## config.mk

```make
export PLATFORM = sky130hd
export DESIGN_NAME = pcsi_core
export DESIGN_NICKNAME = d
export VERILOG_FILES = /design/src/pcsi_pkg.sv /design/src/pcsi_core.sv
export SDC_FILE = /design/constraint.sdc
export NUM_CORES = 1
export LEC_CHECK = 0
export BUFFER_PORTS_ARGS = -buffer_cell sky130_fd_sc_hd__clkbuf_2
export CAP_MARGIN = 20
export CORE_ASPECT_RATIO = 1.1
export CORE_MARGIN = 2
export CORE_UTILIZATION = 45
export CTS_BUF_LIST = sky130_fd_sc_hd__clkbuf_8
export DETAILED_ROUTE_END_ITERATION = 16
export GPL_TIMING_DRIVEN = 0
export PLACE_DENSITY_LB_ADDON = 0.1
export SYNTH_ARGS = -nofsm -noshare
export SYNTH_HDL_FRONTEND = slang
export SYNTH_SLANG_ARGS = --single-unit
```

## constraint.sdc

```tcl
create_clock -name clk_sys -period 6.33 [get_ports clk_sys]
set_input_delay 0.3165 -clock clk_sys [delete_from_list [all_inputs] [get_ports clk_sys]]
set_output_delay 0.3165 -clock clk_sys [all_outputs]
set_load 0.05 [all_outputs]
```

## src/pcsi_pkg.sv

```systemverilog
package pcsi_pkg;

  // ==========================================================================
  // Widths
  localparam int PC_W = 13;
  localparam int TGT_W = 11;
  localparam int LATCH_W = 5;
  localparam int DATA_W = 8;
  localparam int IND_ADDR_W = 9;
  localparam int STACK_DEPTH = 8;
  localparam int SP_W = 3;

  // ==========================================================================
  // Register byte addresses on the bus
  localparam logic [11:0] OFF_PC_LOW = 12'h000;
  localparam logic [11:0] OFF_PC_LATCH = 12'h004;
  localparam logic [11:0] OFF_IND_PTR = 12'h008;
  localparam logic [11:0] OFF_IND_PORT = 12'h00C;

  // ==========================================================================
  // Field positions
  localparam int LATCH_PAGE_HI = 4;
  localparam int LATCH_PAGE_LO = 3;

  // ==========================================================================
  // Reset values
  localparam logic [PC_W-1:0] RST_PC = 13'h0000;
  localparam logic [LATCH_W-1:0] RST_LATCH = 5'h00;
  localparam logic [DATA_W-1:0] RST_PTR = 8'h00;
  localparam logic [SP_W-1:0] RST_SP = 3'h0;

  // Data-space address that the indirect port itself occupies
  localparam logic [DATA_W-1:0] IND_SELF_ADDR = 8'h00;
  localparam logic [DATA_W-1:0] IND_SELF_READ = 8'h00;
  localparam logic [PC_W-1:0] IRQ_VECTOR = 13'h0004;
  localparam logic [PC_W-1:0] PC_ONE = 13'h0001;
  localparam logic [SP_W-1:0] SP_ONE = 3'h1;

  // ==========================================================================
  // Core commands
  typedef enum logic [5:0] {
    OP_STEP = 6'b00_0001,
    OP_JUMP = 6'b00_0010,
    OP_CALL = 6'b00_0100,
    OP_RETURN = 6'b00_1000,
    OP_IRQ = 6'b01_0000,
    OP_NONE = 6'b10_0000
  } pcsi_op_t;

  typedef struct packed {
    logic valid;
    pcsi_op_t op;
    logic [TGT_W-1:0] target;
  } pcsi_cmd_t;

  typedef struct packed {
    logic req;
    logic we;
    logic [IND_ADDR_W-1:0] addr;
    logic [DATA_W-1:0] wdata;
  } pcsi_dm_req_t;

  // ==========================================================================
  // Bus slave states
  typedef enum logic [2:0] {
    ST_IDLE = 3'b001,
    ST_MEM = 3'b010,
    ST_RESP = 3'b100
  } pcsi_state_t;

endpackage

```

## src/pcsi_core.sv

```systemverilog
`timescale 1ns/1ns
// Contract
// - Program counter is 13 bits; its low byte is software read/write.
// - Upper five counter bits are hidden; software writes them only through the high latch.
// - Low-byte write loads the byte and copies latch bits 4..0 upward.
// - Jump and call take 11 target bits plus latch bit 3; counter bit 12 is forced to zero.
// - Call pushes its return address before loading the target.
// - Interrupt branch pushes the full current counter.
// - Any return pops the top entry into the whole counter.
// - Stack holds eight 13-bit entries; its pointer is invisible to software.
// - Push and pop leave the high latch untouched.
// - Stack is circular; ninth push overwrites the first, silently.
// - Latch bit 4 plays no part in paging.
// - Indirect port has no storage; accesses go to the pointed register.
// - Indirect read with pointer zero returns 00h.
// - Indirect write aimed at the port itself stores nothing.
// - Indirect address is 9 bits; the bank bit above is unused, zero.
module pcsi_core (
  input wire logic clk_sys,
  input wire logic sys_rst,
  input wire logic psel,
  input wire logic penable,
  input wire logic pwrite,
  input wire logic [11:0] paddr,
  input wire logic [31:0] pwdata,
  output logic [31:0] prdata,
  output logic pready,
  output logic pslverr,
  input wire pcsi_pkg::pcsi_cmd_t core_cmd,
  output logic [pcsi_pkg::PC_W-1:0] fetch_addr,
  output pcsi_pkg::pcsi_dm_req_t dm_req,
  input wire logic dm_ack,
  input wire logic [pcsi_pkg::DATA_W-1:0] dm_rdata
);

  // ==========================================================================
  // Address decode
  function automatic logic addr_is(input logic [11:0] a, input logic [11:0] off);
    addr_is = (a == off);
  endfunction

  function automatic logic addr_mapped(input logic [11:0] a);
    addr_mapped = addr_is(a, pcsi_pkg::OFF_PC_LOW) || addr_is(a, pcsi_pkg::OFF_PC_LATCH) ||
      addr_is(a, pcsi_pkg::OFF_IND_PTR) || addr_is(a, pcsi_pkg::OFF_IND_PORT);
  endfunction

  // ==========================================================================
  // Paging
  // Latch bit 4 ignored
  // Jumps and calls stay in the low 4K words; bit 4 only reaches the counter on low-byte writes.
  function automatic logic [pcsi_pkg::PC_W-1:0] paged_target(
    input logic [pcsi_pkg::LATCH_W-1:0] latch,
    input logic [pcsi_pkg::TGT_W-1:0] target
  );
    paged_target = {1'b0, latch[pcsi_pkg::LATCH_PAGE_LO], target};
  endfunction

  // ==========================================================================
  // State
  logic [pcsi_pkg::PC_W-1:0] pc_reg;
  logic [pcsi_pkg::LATCH_W-1:0] latch_reg;
  logic [pcsi_pkg::DATA_W-1:0] ptr_reg;
  logic [pcsi_pkg::SP_W-1:0] sp_reg;
  logic [pcsi_pkg::PC_W-1:0] stack_reg [pcsi_pkg::STACK_DEPTH];
  pcsi_pkg::pcsi_state_t state_reg;
  logic [31:0] prdata_reg;
  logic pready_reg;
  logic pslverr_reg;
  pcsi_pkg::pcsi_dm_req_t dm_reg;

  logic setup;
  logic commit;
  logic pc_low_wr;
  logic push;
  logic pop;
  logic [pcsi_pkg::PC_W-1:0] push_val;
  logic [pcsi_pkg::SP_W-1:0] sp_below;
  logic [pcsi_pkg::PC_W-1:0] pc_next;
  logic [pcsi_pkg::IND_ADDR_W-1:0] ind_addr;
  logic ind_self;
  logic ind_mem;
  logic latch_wr;
  logic ptr_wr;

  assign setup = psel && !penable;
  assign commit = psel && penable && pready_reg && !pslverr_reg;
  assign pc_low_wr = commit && pwrite && addr_is(paddr, pcsi_pkg::OFF_PC_LOW);
  assign latch_wr = commit && pwrite && addr_is(paddr, pcsi_pkg::OFF_PC_LATCH);
  assign ptr_wr = commit && pwrite && addr_is(paddr, pcsi_pkg::OFF_IND_PTR);
  assign ind_addr = {1'b0, ptr_reg};
  assign ind_self = (ptr_reg == pcsi_pkg::IND_SELF_ADDR);
  assign ind_mem = addr_is(paddr, pcsi_pkg::OFF_IND_PORT) && !ind_self;
  assign sp_below = sp_reg - pcsi_pkg::SP_ONE;

  // ==========================================================================
  // Next program counter and stack moves
  // A low-byte write from software wins over a core command in the same cycle.
  always_comb begin
    pc_next = pc_reg;
    push = 1'b0;
    pop = 1'b0;
    push_val = pc_reg;
    if (pc_low_wr) begin
      pc_next = {latch_reg, pwdata[pcsi_pkg::DATA_W-1:0]};
    end else if (core_cmd.valid) begin
      case (core_cmd.op)
        pcsi_pkg::OP_STEP: begin
          pc_next = pc_reg + pcsi_pkg::PC_ONE;
        end
        pcsi_pkg::OP_JUMP: begin
          pc_next = paged_target(latch_reg, core_cmd.target);
        end
        pcsi_pkg::OP_CALL: begin
          push = 1'b1;
          push_val = pc_reg + pcsi_pkg::PC_ONE;
          pc_next = paged_target(latch_reg, core_cmd.target);
        end
        pcsi_pkg::OP_RETURN: begin
          pop = 1'b1;
          pc_next = stack_reg[sp_below];
        end
        pcsi_pkg::OP_IRQ: begin
          push = 1'b1;
          push_val = pc_reg;
          pc_next = pcsi_pkg::IRQ_VECTOR;
        end
        default: begin
          pc_next = pc_reg;
        end
      endcase
    end
  end

  // ==========================================================================
  // Program counter
  // Software sets upper bits only via latch paths
  always_ff @(posedge clk_sys or posedge sys_rst) begin
    if (sys_rst) begin
      pc_reg <= pcsi_pkg::RST_PC;
    end else begin
      pc_reg <= pc_next;
    end
  end

  // ==========================================================================
  // Hardware stack
  // Pointer wraps, no overflow flag
  always_ff @(posedge clk_sys or posedge sys_rst) begin
    if (sys_rst) begin
      sp_reg <= pcsi_pkg::RST_SP;
    end else if (push) begin
      sp_reg <= sp_reg + pcsi_pkg::SP_ONE;
    end else if (pop) begin
      sp_reg <= sp_below;
    end
  end

  genvar gi;
  generate
    for (gi = 0; gi < pcsi_pkg::STACK_DEPTH; gi++) begin : g_stack
      always_ff @(posedge clk_sys or posedge sys_rst) begin
        if (sys_rst) begin
          stack_reg[gi] <= pcsi_pkg::RST_PC;
        end else if (push && (sp_reg == pcsi_pkg::SP_W'(gi))) begin
          stack_reg[gi] <= push_val;
        end
      end
    end
  endgenerate

  // ==========================================================================
  // Software registers
  // Latch written by software only
  always_ff @(posedge clk_sys or posedge sys_rst) begin
    if (sys_rst) begin
      latch_reg <= pcsi_pkg::RST_LATCH;
    end else if (latch_wr) begin
      latch_reg <= pwdata[pcsi_pkg::LATCH_W-1:0];
    end
  end

  always_ff @(posedge clk_sys or posedge sys_rst) begin
    if (sys_rst) begin
      ptr_reg <= pcsi_pkg::RST_PTR;
    end else if (ptr_wr) begin
      ptr_reg <= pwdata[pcsi_pkg::DATA_W-1:0];
    end
  end

  // ==========================================================================
  // Bus slave
  // Access phase lasts one cycle, longer only while the data memory is busy.
  always_ff @(posedge clk_sys or posedge sys_rst) begin
    if (sys_rst) begin
      state_reg <= pcsi_pkg::ST_IDLE;
      pready_reg <= 1'b0;
      pslverr_reg <= 1'b0;
      prdata_reg <= 32'h0000_0000;
    end else begin
      case (state_reg)
        pcsi_pkg::ST_IDLE: begin
          if (setup) begin
            prdata_reg <= 32'h0000_0000;
            pslverr_reg <= !addr_mapped(paddr);
            if (ind_mem) begin
              state_reg <= pcsi_pkg::ST_MEM;
            end else begin
              pready_reg <= 1'b1;
              state_reg <= pcsi_pkg::ST_RESP;
              if (addr_is(paddr, pcsi_pkg::OFF_PC_LOW)) begin
                prdata_reg <= {24'h00_0000, pc_reg[pcsi_pkg::DATA_W-1:0]};
              end else if (addr_is(paddr, pcsi_pkg::OFF_PC_LATCH)) begin
                prdata_reg <= {27'h000_0000, latch_reg};
              end else if (addr_is(paddr, pcsi_pkg::OFF_IND_PTR)) begin
                prdata_reg <= {24'h00_0000, ptr_reg};
              end else if (addr_is(paddr, pcsi_pkg::OFF_IND_PORT)) begin
                prdata_reg <= {24'h00_0000, pcsi_pkg::IND_SELF_READ};
              end
            end
          end
        end
        pcsi_pkg::ST_MEM: begin
          if (dm_ack) begin
            prdata_reg <= dm_reg.we ? 32'h0000_0000 : {24'h00_0000, dm_rdata};
            pready_reg <= 1'b1;
            state_reg <= pcsi_pkg::ST_RESP;
          end
        end
        pcsi_pkg::ST_RESP: begin
          pready_reg <= 1'b0;
          pslverr_reg <= 1'b0;
          state_reg <= pcsi_pkg::ST_IDLE;
        end
        default: begin
          state_reg <= pcsi_pkg::ST_IDLE;
        end
      endcase
    end
  end

  // ==========================================================================
  // Data memory request
  // Redirect to pointed register
  // Held as a level until acknowledged, so a slow memory needs no extra handshake.
  always_ff @(posedge clk_sys or posedge sys_rst) begin
    if (sys_rst) begin
      dm_reg <= '0;
    end else if ((state_reg == pcsi_pkg::ST_IDLE) && setup && ind_mem) begin
      dm_reg.req <= 1'b1;
      dm_reg.we <= pwrite;
      dm_reg.addr <= ind_addr;
      dm_reg.wdata <= pwdata[pcsi_pkg::DATA_W-1:0];
    end else if ((state_reg == pcsi_pkg::ST_MEM) && dm_ack) begin
      dm_reg.req <= 1'b0;
      dm_reg.we <= 1'b0;
    end
  end

  assign prdata = prdata_reg;
  assign pready = pready_reg;
  assign pslverr = pslverr_reg;
  assign fetch_addr = pc_reg;
  assign dm_req = dm_reg;

endmodule

```

==> results of run 1 <==
[kinds of logic after synthesis]
| logic type | Yosys count |
|---|---|
| other cells | 1 |
| simple gates | 271 |
| xor+xnor | 30 |
| fa+ha+maj | 8 |
| buf+inv | 86 |
| flops | 164 |
| mux | 72 |
| compound gates | 217 |
[cells in the mapped netlist (all sizes together) (9+ instances only)]
cell type	count	area, sq um
dfrtp	163	4079
a21oi	97	485.5
o21ai	64	320.3
nand4	9	107.6
clkbuf	17	63.81
nand3	21	105.1
buf	61	419.1
mux2i	19	190.2
mux4	9	202.7
nor3	9	83.83
xor2	10	95.10
nand2	84	315.3
mux2	44	521.8
xnor2	20	205.2
and3	14	92.59
nor2	98	377.9
[final cells by class]
class	instances	area, sq um	area share, %
plain buffers	78	483.0	4.909
clock buffers	18	247.7	2.518
clock inverters	14	128.9	1.310
inverters	8	37.54	0.3815
multi-input cells	623	4054	41.21
flip-flops and latches	164	4105	41.73
well taps	243	304.0	3.090
repair buffers	90	478.0	4.858
[power by group through the flow]
stage                     clock network, mW  registers (mW)  logic [mW]
after CTS                             0.752            1.30        1.29
after global routing                  0.794            1.33        1.39
after global placement                    0            1.32        1.27
after detailed placement                  0            1.32        1.28
after floorplan                           0            1.38       0.831
final                                 0.741            1.31        1.29
[final timing paths]
path	start	to	slack, ns
worst max register to register	sp_reg[0]$_DFFE_PP0P_	fetch_addr[8]$_DFFE_PP0P_	2.30
min in group asynchronous	sys_rst	state_reg[1]$_DFFE_PP0P_	0.42
worst min-delay path	dm_rdata[7]	prdata[7]$_DFFE_PP0P_	0.08
max in group asynchronous	sys_rst	stack_reg[70]$_DFFE_PP0P_	5.04
worst max-delay path	sp_reg[0]$_DFFE_PP0P_	fetch_addr[8]$_DFFE_PP0P_	2.30
worst min register to register	stack_reg[97]$_DFFE_PP0P_	stack_reg[97]$_DFFE_PP0P_	0.48
[worst max-delay path, stage by stage (launching register included)]
cell,delay [ns]
sky130_fd_sc_hd__dfrtp_1,0.39
sky130_fd_sc_hd__buf_2,0.31
sky130_fd_sc_hd__buf_2,0.36
sky130_fd_sc_hd__inv_1,0.25
sky130_fd_sc_hd__ha_1,0.34
sky130_fd_sc_hd__buf_2,0.26
sky130_fd_sc_hd__buf_2,0.36
sky130_fd_sc_hd__clkbuf_1,0.63
sky130_fd_sc_hd__and2_1,0.23
sky130_fd_sc_hd__a211oi_1,0.05
sky130_fd_sc_hd__o311ai_0,0.51
sky130_fd_sc_hd__o211ai_1,0.17
sky130_fd_sc_hd__nand3_1,0.10
[repair_timing]
item / CTS / global route
hold buffers: 1 / 0
setup buffers: 0 / 0
endpoints found under the hold margin: 55 / 0
[routing by layer]
metal / up-vias / routed length (um) / global-route usage (%)
li1: 3231 / - / -
met1: 3282 / 10070 / 30.71
met2: 140 / 11900 / 42.42
met3: 33 / 776 / 3.466
met4: 0 / 550 / 8.385
met5: - / 0 / 0
==> summary.txt, run 1 <==
Outcome
  • Status: complete, no violations

Synth
  • Post-synthesis register bit count: 164
  • Compound-gate portion of the synthesized area: 14.68%
  • Average instance area after synthesis: 10.11 sq um
  • Mapped cell area: 0.008582 sq mm
  • Post-synthesis xor/xnor area fraction: 3.499%
  • Most used flip-flop cell after synthesis: sky130_fd_sc_hd__dfrtp_1
  • Number of enable-type register cells in the synthesized netlist: 0
  • Multiplexer share of the synthesized area: 10.66%
  • Synth unique cells: 69
  • Simple-gate area share of the yosys netlist: 16.14%
  • Sequential share of the synthesized area: 47.83%
  • Number of warnings reported in the yosys synthesis log: 0
  • Adder-cell share of the synthesized area: 1.166%
  • Async S/R FF share, synth: 100.0%
  • Cells after Synth: 849
  • Main combinational cell family by area after synthesis: simple AND/OR/NAND/NOR gates

Floorplan
  • Initial Utilization: 46.28%
  • Die X-Extent: 135.7 um
  • Die boundary height: 148.8 um
  • Core Rows: 52
  • Die Area: 0.02019 sq mm
  • # IOs: 142
  • Core area: 0.01854 sq mm

Critical path
  • Crit-path max FO: 10
  • Critical path start-end classification: reg -> reg
  • Depth of the worst register-to-register path: 12
  • Required time at the endpoint of the critical path: 6.73 ns
  • WP data arrival: 4.43 ns
  • Crit path launch type: flip-flop
  • Element type at the critical path end: flip-flop

Layout
  • Most common cell after layout, fill and taps aside: sky130_fd_sc_hd__dfrtp_1
  • Finished layout cell area: 0.009838 sq mm
  • Non-Filler Instances: 1238
  • # diodes: 0
  • Number of flip-flops in the largest register: 104
  • Post-layout net count: 1066
  • Share of layout cells above drive strength 1: 25.73%
  • Top library cells by usage in the layout, fill and taps aside: sky130_fd_sc_hd__dfrtp_1 (163), sky130_fd_sc_hd__a21oi_1 (97), sky130_fd_sc_hd__nor2_1 (96), sky130_fd_sc_hd__clkbuf_2 (88), sky130_fd_sc_hd__nand2_1 (84)
  • Post-route core utilization: 53.06%
  • Layout overhead on the synthesized area: 14.64%
  • Final-layout fill cell count: 1721

Hold path
  • Cell depth of the worst hold path: 3
  • Hold crit path type: in -> reg

Timing
  • Relative slew slack: 41.73%
  • Sum of negative setup slack: 0 ns
  • Hold slack final: 0.07771 ns
  • Tightest Pin Transition: 0.8678 ns
  • Max Transition Viols Final: 0
  • Max Clock Freq: 248.2 MHz
  • Fraction of the cycle the final worst path needs: 63.65%
  • Worst clock skew: 0.01092 ns
  • Worst setup slack after layout: 2.301 ns
  • Post-layout min period: 4.029 ns
  • Final number of hold-violating endpoints: 0
  • Setup violators final: 0
  • Setup repair after global routing missed its margin: false

Clock tree
  • Clock Tree Root: sky130_fd_sc_hd__clkbuf_8
  • Maximum count of clock buffers along a single path: 2
  • Inserted Clock Buffers: 17
  • Clk_lat worst skew: 0.47 ns
  • Clock Sink Count: 164
  • CTS clock-pin slew for the worst setup and hold paths: 0.09 ns
  • Resized cells post-CTS: 0
  • CTS tree: yes
  • Depth of the CTS H-tree: 4

Power and ir drop
  • Part of the power in registers: 39.2%
  • Sw frac: 41.39%
  • Portion of total power attributed to the clock network: 22.2%
  • Power dissipated by switching net loads: 1.381 mW
  • Worst IR Drop VDD: 152.3 uV
  • Power per unit of standard cell area: 339.1 mW/mm^2
  • Comb power frac: 38.6%
  • Static power due to leakage: 4.750 nW
  • Internal: 1.955 mW
  • Final Power: 3.336 mW

Placed design
  • GP Congestion: 0.8537
  • Placed cell areas: 0.009452 sq mm
  • Placed insts: 1205
  • Half-perimeter wire length after detailed placement: 17610 um
  • Place WS: 2.244 ns
  • Number of port buffers: 88

Drt
  • Initial detailed-routing violation count: 437
  • Wirelength, routed: 23300 um
  • DRT Pass-1 Iters: 4
  • Total via count after detailed routing: 6686
  • Count of antenna-violating nets left after detailed routing: 0
  • Vias per cell: 5.401
  • Count of unresolved DRC violations after routing: 0
  • Average wire length per cell after detail routing: 18.82 um

GRT
  • Number of antenna violations at the first check in global routing: 0
  • Via count of the first global-routing pass: 6624
  • Largest net degree at the start of global routing: 109
  • Wire length of the first global-routing pass: 37370 um
  • Remaining global-route overflow: 0
  • Global Route Usage Sum: 24.24%

Flow run
  • Number of max-capacitance violations reported: 0
(Power assumes the default switching activity.)
==> run 2: changes to the inputs <==
==> constraint.sdc (replaced) <==
create_clock -name clk_sys -period 3.5 [get_ports clk_sys]
set_input_delay 0.175 -clock clk_sys [delete_from_list [all_inputs] [get_ports clk_sys]]
set_output_delay 0.175 -clock clk_sys [all_outputs]
set_load 0.05 [all_outputs]
==> run 2 against run 1 <==
Against the previous run: core utilization up 0.84 points; sequential share of layout area shrank 0.65 points; combinational power up 86%; setup slack got worse by 2.2 ns; hold slack got worse by 0.069 ns; die area stayed put; largest power group is now combinational logic; clock-buffer cell count fell by 1; final cell count up 0.97%.
==> summary.txt, run 2 (synthesis gave the netlist of run 1 again) <==
Outcome
  • Status: complete, no violations

Layout
  • Finished layout cell area: 0.009995 sq mm (+1.6%)
  • Non-Filler Instances: 1250 (+0.97%)
  • Most common cell after layout, fill and taps aside: sky130_fd_sc_hd__dfrtp_1
  • Post-layout net count: 1079 (+1.2%)
  • Share of layout cells above drive strength 1: 25.82% (+0.091 points)
  • Top library cells by usage in the layout, fill and taps aside: sky130_fd_sc_hd__dfrtp_1 (163), sky130_fd_sc_hd__a21oi_1 (97), sky130_fd_sc_hd__nor2_1 (96), sky130_fd_sc_hd__clkbuf_2 (89), sky130_fd_sc_hd__nand2_1 (84)
  • Final-layout fill cell count: 1722 (+0.058%)
  • Layout overhead on the synthesized area: 16.46%
  • Number of flip-flops in the largest register: 104 (unchanged)
  • # diodes: 0 (unchanged)

Placed design
  • Placed insts: 1208 (+0.25%)
  • Half-perimeter wire length after detailed placement: 18190 um (+3.3%)
  • Placed cell areas: 0.009500 sq mm (+0.52%)
  • Number of port buffers: 88 (unchanged)
  • GP Congestion: 0.8667 (+1.5%)

Drt
  • Wirelength, routed: 23520 um (+0.95%)
  • Average wire length per cell after detail routing: 18.82 um (about the same)
  • Initial detailed-routing violation count: 456 (+4.3%)
  • Total via count after detailed routing: 6748 (+0.93%)
  • Count of antenna-violating nets left after detailed routing: 0 (unchanged)
  • DRT Pass-1 Iters: 5 (+1)
  • Vias per cell: 5.398 (about the same)
  • Count of unresolved DRC violations after routing: 0 (unchanged)

Critical path
  • Required time at the endpoint of the critical path: 3.85 ns (-2.88 ns)
  • Crit path launch type: flip-flop
  • WP data arrival: 3.72 ns (-0.71 ns)
  • Element type at the critical path end: flip-flop
  • Start point of the critical path: sp_reg[0]$_DFFE_PP0P_
  • Reg-to-reg startpoint: sp_reg[0]$_DFFE_PP0P_
  • Critical path start-end classification: reg -> reg
  • Crit-path max FO: 10 (unchanged)

Hold path
  • Hold crit path type: in -> reg
  • HP Start: pwdata[4]

Timing
  • Fraction of the cycle the final worst path needs: 96.29% (+33 points)
  • Worst clock skew: 0.01454 ns (+0.003613 ns)
  • Setup violators final: 0 (unchanged)
  • Final number of hold-violating endpoints: 0 (unchanged)
  • Tightest Pin Transition: 0.8915 ns (+0.02365 ns)
  • Post-layout min period: 3.370 ns (-0.6587 ns)
  • Max Clock Freq: 296.7 MHz (+20%)
  • Max Transition Viols Final: 0 (unchanged)
  • Relative slew slack: 39.03% (-2.7 points)
  • Setup repair after global routing missed its margin: true

Floorplan
  • Core area: 0.01854 sq mm (unchanged)
  • Core Rows: 52 (unchanged)
  • Die boundary height: 148.8 um (unchanged)
  • Die X-Extent: 135.7 um (unchanged)
  • Initial Utilization: 46.28% (unchanged)
  • Die Area: 0.02019 sq mm (unchanged)
  • # IOs: 142 (unchanged)

Clock tree
  • Depth of the CTS H-tree: 4 (unchanged)
  • Maximum count of clock buffers along a single path: 2 (unchanged)
  • Inserted Clock Buffers: 17 (unchanged)
  • CTS tree: yes
  • Clock Tree Root: sky130_fd_sc_hd__clkbuf_8
  • Clock Sink Count: 164 (unchanged)
  • Post-CTS Setup Inserts: 0 (unchanged)
  • Clk_lat worst skew: 0.47 ns (about the same)
  • CTS clock-pin slew for the worst setup and hold paths: 0.10 ns (about the same)

Power and ir drop
  • Portion of total power attributed to the clock network: 20.7% (-1.5 points)
  • Power per unit of standard cell area: 601.9 mW/mm^2 (+77%)
  • Sw frac: 41.80% (+0.42 points)
  • Part of the power in registers: 39.4% (+0.2 points)
  • Power dissipated by switching net loads: 2.515 mW (+82%)
  • Internal: 3.501 mW (+79%)
  • Worst IR Drop VDD: 273.5 uV (+80%)
  • Comb power frac: 40.0% (+1.4 points)
  • Static power due to leakage: 4.808 nW (+1.2%)

GRT
  • Wire length of the first global-routing pass: 38230 um (+2.3%)
  • Remaining global-route overflow: 0 (unchanged)
  • Number of antenna violations at the first check in global routing: 0 (unchanged)
  • Global Route Usage Sum: 24.69% (+0.45 points)
  • Via count of the first global-routing pass: 6806 (+2.7%)
  • Largest net degree at the start of global routing: 39 (-64%)

Flow run
  • Number of max-capacitance violations reported: 0 (unchanged)
run 2: cell types whose count changed in the layout (fill, tap and decap cells not counted), moves of 3 or more:
| cell | delta |
|---|---|
| sky130_fd_sc_hd__clkbuf_4 | +3 |
| sky130_fd_sc_hd__dlygate4sd3_1 | +10 |
| sky130_fd_sc_hd__buf_12 | +4 |
| sky130_fd_sc_hd__buf_2 | -4 |
run 2: area by class of cell:
| cell class | instances | area (sq um) | area share (%) |
|---|---|---|---|
| Multi-Input combinational cell | 623 | 4084 | 40.86 |
| Sequential cell | 164 | 4105 | 41.07 |
| Clock inverter | 14 | 105.1 | 1.052 |
| Inverter | 8 | 33.78 | 0.3380 |
| Tap cell | 243 | 304.0 | 3.042 |
| Buffer | 78 | 498.0 | 4.982 |
| Timing Repair Buffer | 103 | 630.6 | 6.309 |
| Clock buffer | 17 | 234.0 | 2.341 |
run 2: stage by stage:
step           hold WS (ns)  util [%]  power [mW]  TNS [ns]  worst slack (ns)
6_report           0.008496     53.90       6.016         0            0.1299
5_1_grt             0.02958     53.90       6.353  -0.03280          -0.01789
4_1_cts            0.006161     53.71       5.986         0           0.03196
3_5_place_dp         0.3579     51.23       4.714    -3.096           -0.5175
3_3_place_gp         0.4056     50.80       4.684    -3.246           -0.5392
2_1_floorplan        0.2918         -       4.007         0            0.7543
run 2: worst paths after layout:
path	endpoint	slack (ns)	cells after the start
setup reg to reg	fetch_addr[4]$_DFFE_PP0P_	0.13	11
max in group asynchronous	stack_reg[69]$_DFFE_PP0P_	1.73	7
min in group asynchronous	sp_reg[2]$_DFFE_PP0P_	0.39	3
setup / recovery	fetch_addr[4]$_DFFE_PP0P_	0.13	11
hold reg to reg	dm_req[18]$_DFFE_PP0P_	0.48	2
hold / removal	fetch_addr[4]$_DFFE_PP0P_	0.008	3
run 2: routing by layer:
layer  share of wire [%]  vias up  GRT usage [%]
met4                 3.7        0          11.30
met3                 3.5       52          3.704
met5                   0        -              0
met2                  50      165          41.84
li1                    -     3264              -
met1                  43     3267          31.20
run 2: power by group through the flow:
stage	registers (mW)	clock network, mW	logic (mW)
6_report	2.37	1.24	2.40
5_1_grt	2.41	1.35	2.59
4_1_cts	2.36	1.27	2.35
3_5_place_dp	2.40	0	2.32
3_3_place_gp	2.39	0	2.29
2_1_floorplan	2.50	0	1.50
run 2: worst max-delay path, stage by stage, from the launching register on:
cell	delay, ns
sky130_fd_sc_hd__dfrtp_1	0.39
sky130_fd_sc_hd__clkbuf_4	0.28
sky130_fd_sc_hd__buf_4	0.25
sky130_fd_sc_hd__inv_1	0.20
sky130_fd_sc_hd__ha_1	0.33
sky130_fd_sc_hd__buf_2	0.26
sky130_fd_sc_hd__buf_4	0.27
sky130_fd_sc_hd__clkbuf_4	0.30
sky130_fd_sc_hd__mux2i_1	0.34
sky130_fd_sc_hd__a21oi_1	0.11
sky130_fd_sc_hd__a221oi_1	0.38
sky130_fd_sc_hd__o21ai_1	0.11
run 2: what timing repair did:
item                                    in CTS  in global routing
hold endpoints to repair                    49                  0
endpoints found under the setup margin      11                  8
gates resized for setup                      5                  8
hold buffers                                11                  0
==> run 3: changes to the inputs <==
--- a/config.mk
+++ b/config.mk
@@ -7,9 +7,9 @@
 export LEC_CHECK = 0
 export BUFFER_PORTS_ARGS = -buffer_cell sky130_fd_sc_hd__clkbuf_2
 export CAP_MARGIN = 20
-export CORE_ASPECT_RATIO = 1.1
+export CORE_ASPECT_RATIO = 1.2
 export CORE_MARGIN = 2
-export CORE_UTILIZATION = 45
+export CORE_UTILIZATION = 28
 export CTS_BUF_LIST = sky130_fd_sc_hd__clkbuf_8
 export DETAILED_ROUTE_END_ITERATION = 16
 export GPL_TIMING_DRIVEN = 0
==> run 3 against run 2 <==
Against the previous run: routed wire length is 17% higher; critical path type unchanged; first-iteration DRC count down 27%; global-route usage down 6.9 points.
==> summary.txt, run 3 (synthesis gave the netlist of run 1 again) <==
Outcome
  • Status: complete, no violations

Critical path
  • Reg-to-reg startpoint: sp_reg[0]$_DFFE_PP0P_
  • Depth of the worst register-to-register path: 11 (unchanged)
  • Critical path start-end classification: reg -> reg
  • Element type at the critical path end: flip-flop
  • Crit-path max FO: 10 (unchanged)
  • FF-to-FF setup slack: 0.18 ns (+0.05 ns)
  • Required time at the endpoint of the critical path: 3.85 ns (about the same)
  • Destination of the worst register-to-register timing path: fetch_addr[4]$_DFFE_PP0P_
  • Crit path launch type: flip-flop
  • WP data arrival: 3.68 ns (-0.04 ns)

Layout
  • Share of layout cells above drive strength 1: 26.19% (+0.37 points)
  • Non-Filler Instances: 1408 (+13%)
  • Multi-input gate area in the final layout: 0.004094 sq mm (+0.25%)
  • Number of flip-flops in the largest register: 104 (unchanged)
  • Post-layout net count: 1083 (+0.37%)
  • Layout overhead on the synthesized area: 20.45%
  • Top library cells by usage in the layout, fill and taps aside: sky130_fd_sc_hd__dfrtp_1 (163), sky130_fd_sc_hd__a21oi_1 (97), sky130_fd_sc_hd__nor2_1 (96), sky130_fd_sc_hd__clkbuf_2 (89), sky130_fd_sc_hd__nand2_1 (84)
  • # diodes: 0 (unchanged)
  • Final-layout fill cell count: 3206 (+86%)
  • Sequential Area: 0.004105 sq mm (unchanged)
  • Most common cell after layout, fill and taps aside: sky130_fd_sc_hd__dfrtp_1

Power and ir drop
  • Static power due to leakage: 4.897 nW (+1.8%)
  • Comb power frac: 38.8% (-1.2 points)
  • Internal: 3.689 mW (+5.4%)
  • Power dissipated by switching net loads: 2.646 mW (+5.2%)
  • Power per unit of standard cell area: 612.8 mW/mm^2 (+1.8%)
  • Portion of total power attributed to the clock network: 23.9% (+3.2 points)
  • Worst IR Drop VDD: 274.7 uV (+0.41%)
  • Part of the power in registers: 37.3% (-2.1 points)
  • Sw frac: 41.77% (about the same)

Drt
  • Wirelength, routed: 27550 um (+17%)
  • Count of unresolved DRC violations after routing: 0 (unchanged)
  • Count of antenna-violating nets left after detailed routing: 0 (unchanged)
  • Total via count after detailed routing: 6629 (-1.8%)
  • Average wire length per cell after detail routing: 19.57 um (+4.0%)
  • Vias per cell: 4.708 (-13%)
  • Initial detailed-routing violation count: 334 (-27%)
  • DRT Pass-1 Iters: 4 (-1)

Clock tree
  • Clock Tree Root: sky130_fd_sc_hd__clkbuf_8
  • Clock Sink Count: 164 (unchanged)
  • CTS clock-pin slew for the worst setup and hold paths: 0.11 ns (about the same)
  • Maximum count of clock buffers along a single path: 2 (unchanged)
  • CTS tree: yes
  • Depth of the CTS H-tree: 4 (unchanged)
  • Clk_lat worst skew: 0.48 ns (about the same)
  • Inserted Clock Buffers: 17 (unchanged)

Timing
  • Max Clock Freq: 300.8 MHz (+1.4%)
  • Worst setup slack after layout: 0.1751 ns (+0.04514 ns)
  • Setup violators final: 0 (unchanged)
  • Max Transition Viols Final: 0 (unchanged)
  • Fraction of the cycle the final worst path needs: 95.00% (-1.3 points)
  • Final number of hold-violating endpoints: 0 (unchanged)
  • Post-layout min period: 3.325 ns (-0.04514 ns)
  • Worst clock skew: 0.01389 ns (-0.0006477 ns)
  • Tightest Pin Transition: 0.8941 ns (+0.002578 ns)
  • Setup repair after global routing missed its margin: false
  • Relative slew slack: 39.97% (+0.94 points)

Hold path
  • HP Start: dm_rdata[4]
  • Cell depth of the worst hold path: 4 (+1)
  • Worst min-delay path endpoint: prdata[4]$_DFFE_PP0P_
  • Hold crit path type: in -> reg

Floorplan
  • Initial Utilization: 28.32% (-18 points)
  • Die X-Extent: 163.8 um (+21%)
  • Die boundary height: 195.8 um (+32%)
  • Die Area: 0.03207 sq mm (+59%)
  • # IOs: 142 (unchanged)
  • Core area: 0.03030 sq mm (+63%)
  • Core Rows: 70 (+35%)

Placed design
  • Place WS: -0.8208 ns (-0.3033 ns)
  • Placed insts: 1362 (+13%)
  • GP Congestion: 0.8056 (-7.0%)
  • Number of port buffers: 88 (unchanged)
  • Half-perimeter wire length after detailed placement: 21270 um (+17%)

GRT
  • Remaining global-route overflow: 0 (unchanged)
  • Via count of the first global-routing pass: 6759 (-0.69%)
  • Largest net degree at the start of global routing: 39 (unchanged)
  • Wire length of the first global-routing pass: 42390 um (+11%)
  • Global Route Usage Sum: 17.74% (-6.9 points)
  • Number of antenna violations at the first check in global routing: 0 (unchanged)

Flow run
  • Number of max-capacitance violations reported: 0 (unchanged)
-- run 3: final cells by class --
type / count / area share, %
Sequential cell: 164 / 39.71
Clock inverter: 15 / 1.876
Buffer: 78 / 4.817
Tap cell: 396 / 4.793
Inverter: 8 / 0.3268
Multi-Input combinational cell: 623 / 39.60
Timing Repair Buffer: 107 / 6.609
Clock buffer: 17 / 2.263
-- run 3: power groups by stage --
| stage | logic (mW) | clock network, mW | registers [mW] |
|---|---|---|---|
| global placement | 2.39 | 0 | 2.39 |
| CTS | 2.46 | 1.57 | 2.36 |
| floorplan | 1.50 | 0 | 2.50 |
| detailed placement | 2.41 | 0 | 2.40 |
| global route | 2.68 | 1.65 | 2.40 |
| finish | 2.46 | 1.51 | 2.36 |
-- run 3: metal layers --
| metal | share of wire (%) | vias up | global-route usage [%] |
|---|---|---|---|
| met2 | 53 | 118 | 32.14 |
| met3 | 3.3 | 26 | 2.812 |
| met5 | 0 | - | 0 |
| met1 | 42 | 3229 | 21.48 |
| met4 | 1.8 | 0 | 5.263 |
| li1 | - | 3256 | - |
-- run 3: critical path, stage by stage (launching register included) --
cell	delay, ns
sky130_fd_sc_hd__dfrtp_1	0.42
sky130_fd_sc_hd__buf_4	0.21
sky130_fd_sc_hd__buf_4	0.21
sky130_fd_sc_hd__inv_1	0.28
sky130_fd_sc_hd__ha_2	0.38
sky130_fd_sc_hd__xor2_4	0.34
sky130_fd_sc_hd__buf_2	0.34
sky130_fd_sc_hd__nand2_1	0.22
sky130_fd_sc_hd__o21ai_0	0.22
sky130_fd_sc_hd__a21oi_1	0.06
sky130_fd_sc_hd__a221oi_1	0.39
sky130_fd_sc_hd__o21ai_1	0.12
-- run 3: worst max path at each step --
stage                                      from                         end  slack [ns]  depth (start not counted)
after global placement    sp_reg[0]$_DFFE_PP0P_   fetch_addr[7]$_DFFE_PP0P_       -0.87                         11
after floorplan           sp_reg[0]$_DFFE_PP0P_   fetch_addr[8]$_DFFE_PP0P_        0.75                         12
final                     sp_reg[0]$_DFFE_PP0P_   fetch_addr[4]$_DFFE_PP0P_        0.18                         11
after CTS                 sp_reg[0]$_DFFE_PP0P_   fetch_addr[4]$_DFFE_PP0P_        0.04                         11
after global routing      sp_reg[0]$_DFFE_PP0P_  fetch_addr[10]$_DFFE_PP0P_        0.01                         11
after detailed placement  sp_reg[0]$_DFFE_PP0P_   fetch_addr[7]$_DFFE_PP0P_       -0.82                         11
-- run 3: stage by stage --
stage	util, %	hold WS, ns	total power [mW]	setup TNS, ns	instance area [sq um]
after floorplan	-	0.2918	4.007	0	8676
after global placement	31.72	0.4107	4.783	-25.29	9612
after detailed placement	32.05	0.07553	4.807	-5.294	9712
after CTS	33.97	0.0007560	6.393	0	10290
after global routing	34.11	0.01278	6.723	0	10340
final	34.11	0.02960	6.335	0	10340
-- run 3: repair_timing --
item / 4_1_cts / 5_1_grt
setup buffers: 0 / 0
hold buffers: 13 / 0
resized for setup: 8 / 8
setup endpoints to repair: 11 / 9
endpoints found under the hold margin: 95 / 0
